## src/rtl/mptv_consts.svh

```systemverilog
`ifndef MPTV_CONSTS_SVH
`define MPTV_CONSTS_SVH
// opcode word fields
`define MPTV_OP_GROUP_HI 15
`define MPTV_OP_GROUP_LO 6
`define MPTV_OP_GROUP_PV 10'h3c0
`define MPTV_OP_GROUP_TR 10'h3c1
`define MPTV_OP_TRAP_SEL 3'h7
// command word fields
`define MPTV_CW_PROBE_TAG 3'h4
`define MPTV_CW_VAL1 16'h2800
`define MPTV_CW_VAL2_TAG 13'h0580
// trap_operand_form_field encodings
`define MPTV_OPM_ONE 3'h2
`define MPTV_OPM_TWO 3'h3
`define MPTV_OPM_NONE 3'h4
// effective address modes
`define MPTV_EA_IND 3'h2
`define MPTV_EA_DISP 3'h5
`define MPTV_EA_IDX 3'h6
`define MPTV_EA_ABS 3'h7
// reset values
`define MPTV_CUR_LEVEL_RST 8'h00
`define MPTV_LVL_CTRL_RST 8'h00
`endif

```

## src/rtl/mptv_pkg.sv

```systemverilog
package mptv_pkg;
  typedef enum logic [2:0] {
    MPTV_DIR_NONE,
    MPTV_DIR_DONE,
    MPTV_DIR_TRAP,
    MPTV_DIR_FLINE,
    MPTV_DIR_ILLEGAL,
    MPTV_DIR_ACCESS,
    MPTV_DIR_PROBE
  } mptv_dir_t;
endpackage

```

## src/rtl/mptv_if.sv

```systemverilog
interface mptv_if;
  import mptv_pkg::*;
  logic req;
  logic [15:0] op_word;
  logic [15:0] cmd_word;
  logic [31:0] ea_addr;
  logic [31:0] areg_val;
  logic [3:0] fc_val;
  logic [15:0] operand_word;
  logic operand_valid;
  logic busy;
  logic resp;
  mptv_dir_t dir;
  logic [2:0] operand_count;
  logic [2:0] probe_level;
  logic probe_read;
  logic probe_ret_addr;
  logic [2:0] probe_areg;
  logic [3:0] probe_fc;
  logic [31:0] probe_addr;
  modport unit(input req, op_word, cmd_word, ea_addr, areg_val, fc_val, operand_word,
    operand_valid, output busy, resp, dir, operand_count, probe_level, probe_read,
    probe_ret_addr, probe_areg, probe_fc, probe_addr);
  modport core(output req, op_word, cmd_word, ea_addr, areg_val, fc_val, operand_word,
    operand_valid, input busy, resp, dir, operand_count, probe_level, probe_read,
    probe_ret_addr, probe_areg, probe_fc, probe_addr);
endinterface

```

## src/rtl/mptv_unit.sv

```systemverilog
`include "mptv_consts.svh"
module mptv_unit (
  // clock and reset
  input wire logic clk,
  input wire logic reset_n,
  // core side
  mptv_if.unit cp,
  // unit state
  input wire logic translate_en,
  input wire logic [7:0] status_bits,
  input wire logic cur_level_we,
  input wire logic [7:0] cur_level_wdata,
  input wire logic lvl_ctrl_we,
  input wire logic [7:0] lvl_ctrl_wdata,
  output logic [7:0] current_level_register,
  output logic [7:0] level_control_register
);
  import mptv_pkg::*;

  ////////////////////////////////////////////////////////////////////////////////
  // level registers: control holds count [7:4] and compare width [3:0]
  always_ff @(posedge clk) begin
    if (!reset_n) begin
      current_level_register <= `MPTV_CUR_LEVEL_RST;
    end else if (cur_level_we) begin
      current_level_register <= cur_level_wdata;
    end
  end

  always_ff @(posedge clk) begin
    if (!reset_n) begin
      level_control_register <= `MPTV_LVL_CTRL_RST;
    end else if (lvl_ctrl_we) begin
      level_control_register <= lvl_ctrl_wdata;
    end
  end

  ////////////////////////////////////////////////////////////////////////////////
  function automatic logic ctrl_alterable(input logic [5:0] ea);
    logic [2:0] m;
    m = ea[5:3];
    ctrl_alterable = (m == `MPTV_EA_IND) || (m == `MPTV_EA_DISP) || (m == `MPTV_EA_IDX) ||
      ((m == `MPTV_EA_ABS) && (ea[2:1] == 2'b00));
  endfunction

  // upper compare bits of an 8-bit level over a given width
  function automatic logic [7:0] upper_bits(input logic [31:0] v, input logic [3:0] w);
    logic [3:0] wc;
    wc = (w > 4'h8) ? 4'h8 : w;
    upper_bits = (wc == 4'h0) ? 8'h00 : 8'(v[31:24] >> (4'h8 - wc));
  endfunction

  logic [15:0] op;
  logic [15:0] cw;
  logic [5:0] cond;
  logic cond_true;
  logic is_trap;
  logic is_val1;
  logic is_val2;
  logic is_probe;
  logic [2:0] opm;
  logic [7:0] src_lvl;
  logic [7:0] src_up;
  logic [7:0] dst_up;
  logic accept;

  assign op = cp.op_word;
  assign cw = cp.cmd_word;
  assign opm = op[2:0];
  assign is_trap = (op[15:6] == `MPTV_OP_GROUP_TR) && (op[5:3] == `MPTV_OP_TRAP_SEL);
  assign is_probe = (op[15:6] == `MPTV_OP_GROUP_PV) && (cw[15:13] == `MPTV_CW_PROBE_TAG);
  assign is_val1 = (op[15:6] == `MPTV_OP_GROUP_PV) && (cw == `MPTV_CW_VAL1);
  assign is_val2 = (op[15:6] == `MPTV_OP_GROUP_PV) && (cw[15:3] == `MPTV_CW_VAL2_TAG);
  assign cond = cw[5:0];
  // pairs test b,l,s,a,w,i,g,c; odd code tests clear
  assign cond_true = (cond[5:4] == 2'b00) &&
    (status_bits[3'(7 - cond[3:1])] ^ cond[0]);
  // form 1 uses the current level, form 2 the named core register
  assign src_lvl = is_val2 ? cp.areg_val[31:24] : current_level_register;
  assign src_up = upper_bits({src_lvl, 24'h0}, level_control_register[3:0]);
  assign dst_up = upper_bits(cp.ea_addr, level_control_register[3:0]);

  ////////////////////////////////////////////////////////////////////////////////
  // trap operand skip counter: words are swallowed without looking at them
  logic [1:0] skip_q;
  logic [1:0] skip_d;
  always_comb begin
    skip_d = skip_q;
    if (skip_q != 2'd0 && cp.operand_valid) begin
      skip_d = skip_q - 2'd1;
    end else if (accept && is_trap) begin
      case (opm)
        `MPTV_OPM_ONE: skip_d = 2'd1;
        `MPTV_OPM_TWO: skip_d = 2'd2;
        default: skip_d = 2'd0;
      endcase
    end
  end
  always_ff @(posedge clk) begin
    if (!reset_n) begin
      skip_q <= 2'd0;
    end else begin
      skip_q <= skip_d;
    end
  end

  ////////////////////////////////////////////////////////////////////////////////
  // answer held until the operands have been consumed
  mptv_dir_t pend_q;
  logic busy_q;
  // req stands through the answer cycle, so that cycle must not take it again
  assign accept = cp.req && !busy_q && !cp.resp;
  always_ff @(posedge clk) begin
    if (!reset_n) begin
      busy_q <= 1'b0;
      pend_q <= MPTV_DIR_NONE;
    end else if (accept && is_trap && skip_d != 2'd0) begin
      busy_q <= 1'b1;
      pend_q <= cond_true ? MPTV_DIR_TRAP : MPTV_DIR_DONE;
    end else if (busy_q && skip_d == 2'd0) begin
      busy_q <= 1'b0;
    end
  end
  assign cp.busy = busy_q;

  ////////////////////////////////////////////////////////////////////////////////
  always_ff @(posedge clk) begin
    if (!reset_n) begin
      cp.resp <= 1'b0;
      cp.dir <= MPTV_DIR_NONE;
      cp.operand_count <= 3'd0;
    end else begin
      cp.resp <= 1'b0;
      if (busy_q && skip_d == 2'd0) begin
        cp.resp <= 1'b1;
        cp.dir <= pend_q;
      end else if (accept) begin
        cp.resp <= (skip_d == 2'd0);
        cp.operand_count <= 3'd0;
        if (is_trap) begin
          if (opm != `MPTV_OPM_ONE && opm != `MPTV_OPM_TWO && opm != `MPTV_OPM_NONE) begin
            cp.dir <= MPTV_DIR_FLINE;
          end else begin
            cp.dir <= cond_true ? MPTV_DIR_TRAP : MPTV_DIR_DONE;
            cp.operand_count <= (opm == `MPTV_OPM_ONE) ? 3'd1 :
              (opm == `MPTV_OPM_TWO) ? 3'd2 : 3'd0;
          end
        end else if (is_probe) begin
          if (!translate_en) begin
            cp.dir <= MPTV_DIR_ILLEGAL;
          end else if (cw[12:10] == 3'd0 && cw[8:5] != 4'h0) begin
            cp.dir <= MPTV_DIR_FLINE;
          end else if (!ctrl_alterable(op[5:0])) begin
            cp.dir <= MPTV_DIR_FLINE;
          end else begin
            cp.dir <= MPTV_DIR_PROBE;
          end
        end else if ((is_val1 || is_val2) && ctrl_alterable(op[5:0])) begin
          if (level_control_register[7:4] == 4'h0 || src_up > dst_up) begin
            cp.dir <= MPTV_DIR_ACCESS;
          end else begin
            cp.dir <= MPTV_DIR_DONE;
          end
        end else begin
          cp.dir <= MPTV_DIR_FLINE;
        end
      end
    end
  end

  ////////////////////////////////////////////////////////////////////////////////
  // probe request to the table walker
  always_ff @(posedge clk) begin
    if (!reset_n) begin
      cp.probe_level <= 3'd0;
      cp.probe_read <= 1'b0;
      cp.probe_ret_addr <= 1'b0;
      cp.probe_areg <= 3'd0;
      cp.probe_fc <= 4'h0;
      cp.probe_addr <= 32'h0;
    end else if (accept && is_probe) begin
      cp.probe_level <= cw[12:10];
      cp.probe_read <= cw[9];
      cp.probe_ret_addr <= cw[8];
      cp.probe_areg <= cw[7:5];
      cp.probe_fc <= cp.fc_val;
      cp.probe_addr <= cp.ea_addr;
    end
  end
endmodule

```

## src/flat_wrapper.sv

```systemverilog
// flat-port wrapper written by rule: the top's interface ports become plain ports
module mptv_unit_flat import mptv_pkg::*;
  (clk, reset_n, translate_en, status_bits, cur_level_we, cur_level_wdata, lvl_ctrl_we, lvl_ctrl_wdata, current_level_register, level_control_register, cp_req, cp_op_word, cp_cmd_word, cp_ea_addr, cp_areg_val, cp_fc_val, cp_operand_word, cp_operand_valid, cp_busy, cp_resp, cp_dir, cp_operand_count, cp_probe_level, cp_probe_read, cp_probe_ret_addr, cp_probe_areg, cp_probe_fc, cp_probe_addr);
  mptv_if cp_i ();
  input wire logic clk;
  input wire logic reset_n;
  input wire logic translate_en;
  input wire logic [7:0] status_bits;
  input wire logic cur_level_we;
  input wire logic [7:0] cur_level_wdata;
  input wire logic lvl_ctrl_we;
  input wire logic [7:0] lvl_ctrl_wdata;
  output logic [7:0] current_level_register;
  output logic [7:0] level_control_register;
  input wire logic [$bits(cp_i.req)-1:0] cp_req;
  input wire logic [$bits(cp_i.op_word)-1:0] cp_op_word;
  input wire logic [$bits(cp_i.cmd_word)-1:0] cp_cmd_word;
  input wire logic [$bits(cp_i.ea_addr)-1:0] cp_ea_addr;
  input wire logic [$bits(cp_i.areg_val)-1:0] cp_areg_val;
  input wire logic [$bits(cp_i.fc_val)-1:0] cp_fc_val;
  input wire logic [$bits(cp_i.operand_word)-1:0] cp_operand_word;
  input wire logic [$bits(cp_i.operand_valid)-1:0] cp_operand_valid;
  output wire logic [$bits(cp_i.busy)-1:0] cp_busy;
  output wire logic [$bits(cp_i.resp)-1:0] cp_resp;
  output wire logic [$bits(cp_i.dir)-1:0] cp_dir;
  output wire logic [$bits(cp_i.operand_count)-1:0] cp_operand_count;
  output wire logic [$bits(cp_i.probe_level)-1:0] cp_probe_level;
  output wire logic [$bits(cp_i.probe_read)-1:0] cp_probe_read;
  output wire logic [$bits(cp_i.probe_ret_addr)-1:0] cp_probe_ret_addr;
  output wire logic [$bits(cp_i.probe_areg)-1:0] cp_probe_areg;
  output wire logic [$bits(cp_i.probe_fc)-1:0] cp_probe_fc;
  output wire logic [$bits(cp_i.probe_addr)-1:0] cp_probe_addr;
  assign cp_i.req = cp_req;
  assign cp_i.op_word = cp_op_word;
  assign cp_i.cmd_word = cp_cmd_word;
  assign cp_i.ea_addr = cp_ea_addr;
  assign cp_i.areg_val = cp_areg_val;
  assign cp_i.fc_val = cp_fc_val;
  assign cp_i.operand_word = cp_operand_word;
  assign cp_i.operand_valid = cp_operand_valid;
  assign cp_busy = cp_i.busy;
  assign cp_resp = cp_i.resp;
  assign cp_dir = cp_i.dir;
  assign cp_operand_count = cp_i.operand_count;
  assign cp_probe_level = cp_i.probe_level;
  assign cp_probe_read = cp_i.probe_read;
  assign cp_probe_ret_addr = cp_i.probe_ret_addr;
  assign cp_probe_areg = cp_i.probe_areg;
  assign cp_probe_fc = cp_i.probe_fc;
  assign cp_probe_addr = cp_i.probe_addr;
  mptv_unit u_core (.clk(clk), .reset_n(reset_n), .cp(cp_i), .translate_en(translate_en), .status_bits(status_bits), .cur_level_we(cur_level_we), .cur_level_wdata(cur_level_wdata), .lvl_ctrl_we(lvl_ctrl_we), .lvl_ctrl_wdata(lvl_ctrl_wdata), .current_level_register(current_level_register), .level_control_register(level_control_register));
endmodule
```

## config.mk

```make
export PLATFORM = sky130hd
export DESIGN_NAME = mptv_unit_flat
export DESIGN_NICKNAME = d
export VERILOG_FILES = /design/src/rtl/mptv_pkg.sv /design/src/rtl/mptv_if.sv /design/src/rtl/mptv_unit.sv /design/src/flat_wrapper.sv
export VERILOG_INCLUDE_DIRS = /design/src /design/src/rtl
export SDC_FILE = /design/constraint.sdc
export NUM_CORES = 1
export LEC_CHECK = 0
export BUFFER_PORTS_ARGS = -buffer_cell sky130_fd_sc_hd__clkbuf_2
export CORE_ASPECT_RATIO = 1.5
export CORE_MARGIN = 2
export CORE_UTILIZATION = 45
export DETAILED_ROUTE_END_ITERATION = 10
export GPL_ROUTABILITY_DRIVEN = 0
export PLACE_DENSITY_LB_ADDON = 0.08
export SYNTH_ARGS = -nofsm -noshare
export SYNTH_HDL_FRONTEND = slang
export SYNTH_SLANG_ARGS = --single-unit
```

## constraint.sdc

```tcl
create_clock -name clk -period 4.3 [get_ports clk]
set_input_delay 0.86 -clock clk [delete_from_list [all_inputs] [get_ports clk]]
set_output_delay 0.86 -clock clk [all_outputs]
set_load 0.01 [all_outputs]
```

==> flow_metrics.tcl <==
set metrics [dict create \
    cts.htree.levels 3 \
    synthMuxAreaShare_pct 14.16 \
    maxSlewHeadroom_pct 43.84 \
    seq_area_um2 1421 \
    r2r_end "u_core.cp.dir[2]" \
    async_flop_share_pct 0 \
    whs_endpoint "u_core.cp.probe_addr[29]" \
    min_from "u_core.cp.probe_addr[29]" \
    grt_pass1_vias 3778 \
    crit_required_ns 4.57 \
    multi_input_area_um2 2369 \
    ys_ff_latch 71 \
    status "complete, no violations" \
    drive_above_1_share_pct 34.44 \
    chipWidth_um 80.58 \
    antennaDiodeCount 0 \
    ys_top_cells_by_area "dfxtp_1 36%, nand2_1 10%, mux2i_1 6.6%" \
    antenna_found_initial 0 \
    crit_type "input port to flip-flop" \
    numPortBuffers 173 \
    start_util_pct 46.77 \
    synth_ff_type "dfxtp_1" \
    synth-adder-area-share_pct 3.161 \
    fin_skew_ns 0.004983 \
    rows 41 \
    r2r_slack_ns 0.68 \
    drc_errors 0 \
    worstMarginPinSlew_ns 0.8360 \
    synth_area_um2 3959 \
    min_path_type "flip-flop to flip-flop" \
    path_clk_slew_ns 0.06 \
    rsz0062_at_grt "no" \
    ctsRootBufferMaster "clkbuf_16" \
    ys_seq_area_share_pct 35.90 \
    clk_latency_ns 0.34 \
    groute.usage.overall_pct 23.15 \
    cts_inserted_buffers 9 \
    io_pins 215 \
    synth_simple_gate_area_share_pct 25.47 \
    grt_max_degree 72 \
    wl_mm 10.96 \
    yosysTopAreaCell "dfxtp_1" \
    leakagePower_nw 2.402 \
    first_iter_violations 189 \
    vias 3892 \
    cp_data_arrival_time_ns 4.20 \
    worst_ir_drop_vdd_mv 0.2572 \
    end_kind "flip-flop" \
    synth_compound_area_share_pct 16.50 \
    synth_xor_area_share_pct 0.4425 \
    syn_avg_cell_area_um2 8.663 \
    cts_tree "yes" \
    synth_top_family_by_area "simple AND/OR/NAND/NOR gates" \
    fin_nets 785 \
    cts.repair.resized 0 \
    tns_ns 0 \
    synth_top_area_share_pct 35.90 \
    syn_nets 614 \
    drv_slew 0 \
    final_hold_viol_count 0 \
    synth_cells 457 \
    post_cts_buffers 0 \
    r2r-start "u_core.level_control_register[0]" \
    hold_buffers 0 \
    max-cap-violations 0 \
    setup_viol 0 \
    whs_ns 0.4519 \
    p_per_area_nw_per_um2 341.8 \
    drt-pass1-iter-count 5 \
    period_share_pct 91.44 \
    yosysWarnings 0 \
    fillers 788 \
    clockBufferDepth 2 \
    crit_fanout 6 \
    synth_edf_count 0 \
    min_path_cells 2 \
    reg2regPathDepth 15 \
    start_kind "input port" \
    ys_top_cells_by_count "106 x nand2_1, 71 x dfxtp_1, 28 x a21boi_1" \
    wire_per_inst_um 14.81 \
    grt_pass1_wl_mm 17.28 \
    yosysMostFrequentCell "nand2_1" \
    fmax_ghz 0.2543 \
    dieHeight_um 118.9 \
    grt-ovfl-total 0 \
    area_growth_pct 32.62 \
    ys_types 58 \
    cts.sinks 71 \
    drt-vias-per-instance 5.259 \
    dieArea_um2 9579 \
    dp_hpwl_mm 8.320 \
    detail-route-antenna-nets 0 \
    fin_crit_ns 3.932 \
    core-area_um2 8464 \
]
-- sequential cells by signal, summed over array words and instances (netlist names) --
signal / cells
u_core.cp.probe_addr: 32
u_core.current_level_register: 8
u_core.level_control_register: 8
u_core.cp.probe_fc: 4
u_core.cp.dir: 3
u_core.cp.probe_areg: 3
u_core.cp.probe_level: 3
u_core.cp.operand_count: 2
u_core.pend_q: 2
u_core.skip_q: 2
u_core.cp.busy: 1
u_core.cp.probe_read: 1
u_core.cp.probe_ret_addr: 1
u_core.cp.resp: 1
-- cell families (layout without fill, tap and decap cells) --
group,after synthesis,after routing
AND/OR/NAND/NOR,204,204
AO/OA/AOI/OAI,93,93
flip-flops,71,71
multiplexers,41,41
buffers and inverters,35,211
adder cells (fa/ha/maj),10,10
XOR/XNOR,2,2
other,1,1
-- layer usage --
| metal | share of wire, % | global-route usage, % | vias to the layer above | wire, µm |
|---|---|---|---|---|
| li1 | - | - | 1941 | - |
| met1 | 39 | 25.35 | 1802 | 4275 |
| met2 | 52 | 40.89 | 134 | 5751 |
| met3 | 6.0 | 6.970 | 15 | 656 |
| met4 | 2.5 | 9.004 | 0 | 278 |
| met5 | 0 | 0 | - | 0 |
-- how the worst max path moves through the flow --
stage | start | to | slack, ns
global placement | cp_op_word[7] | u_core.cp.dir[2] | 0.05
CTS | cp_op_word[7] | u_core.cp.dir[2] | 0.38
global route | cp_op_word[7] | u_core.cp.dir[2] | 0.25
detailed placement | cp_op_word[7] | u_core.cp.dir[2] | 0.01
finish | cp_op_word[7] | u_core.cp.dir[2] | 0.37
floorplan | cp_op_word[11] | u_core.cp.dir[2] | 0.38
-- power by group --
part / leakage [nW] / internal, mW / switching [mW]
clock: 0.159 / 0.542 / 0.285
combinational: 1.67 / 0.142 / 0.141
sequential: 0.576 / 0.672 / 0.0134
total: 2.40 / 1.36 / 0.440
-- cell type report --
cell class	count	share of cell area (%)
clock buffers	12	4.886
clock inverters	4	1.454
inverters	10	0.7150
multi-input cells	351	45.11
flip-flops and latches	71	27.07
well taps	107	2.550
repair buffers	185	18.21
-- cell usage in the layout (no fill, tap or decap), drive strengths merged, types with 12 or more instances in the layout --
cell | synthesis | routed
a21oi | 13 | 13
nand2 | 106 | 106
o21ai | 12 | 12
mux2i | 26 | 26
buf | 9 | 12
dfxtp | 71 | 71
nor2b | 25 | 25
clkbuf | 16 | 185
a21boi | 47 | 47
nor2 | 17 | 17
-- critical path: stages --
cell	delay, ns
clkbuf_2	0.09
or3_4	0.38
or4b_4	0.52
nor3_4	0.31
mux4_1	0.33
mux2_2	0.30
a32o_1	0.21
ha_1	0.30
nand3_1	0.09
o21bai_1	0.16
a31o_2	0.24
a21oi_1	0.18
o21ai_0	0.10
a21oi_1	0.12
-- through the flow --
step	total power [mW]	util, %	instances	setup slack (ns)	cell area (µm²)
after floorplan	0.8695	-	457	0.3840	3959
after global placement	0.9745	58.09	724	0.05156	4917
after detailed placement	0.9812	58.09	724	0.009687	4917
after CTS	1.808	62.03	740	0.3767	5250
after global routing	1.868	62.03	740	0.2473	5250
final	1.795	62.03	740	0.3683	5250
Note: power is estimated with default switching activity, not from simulation.
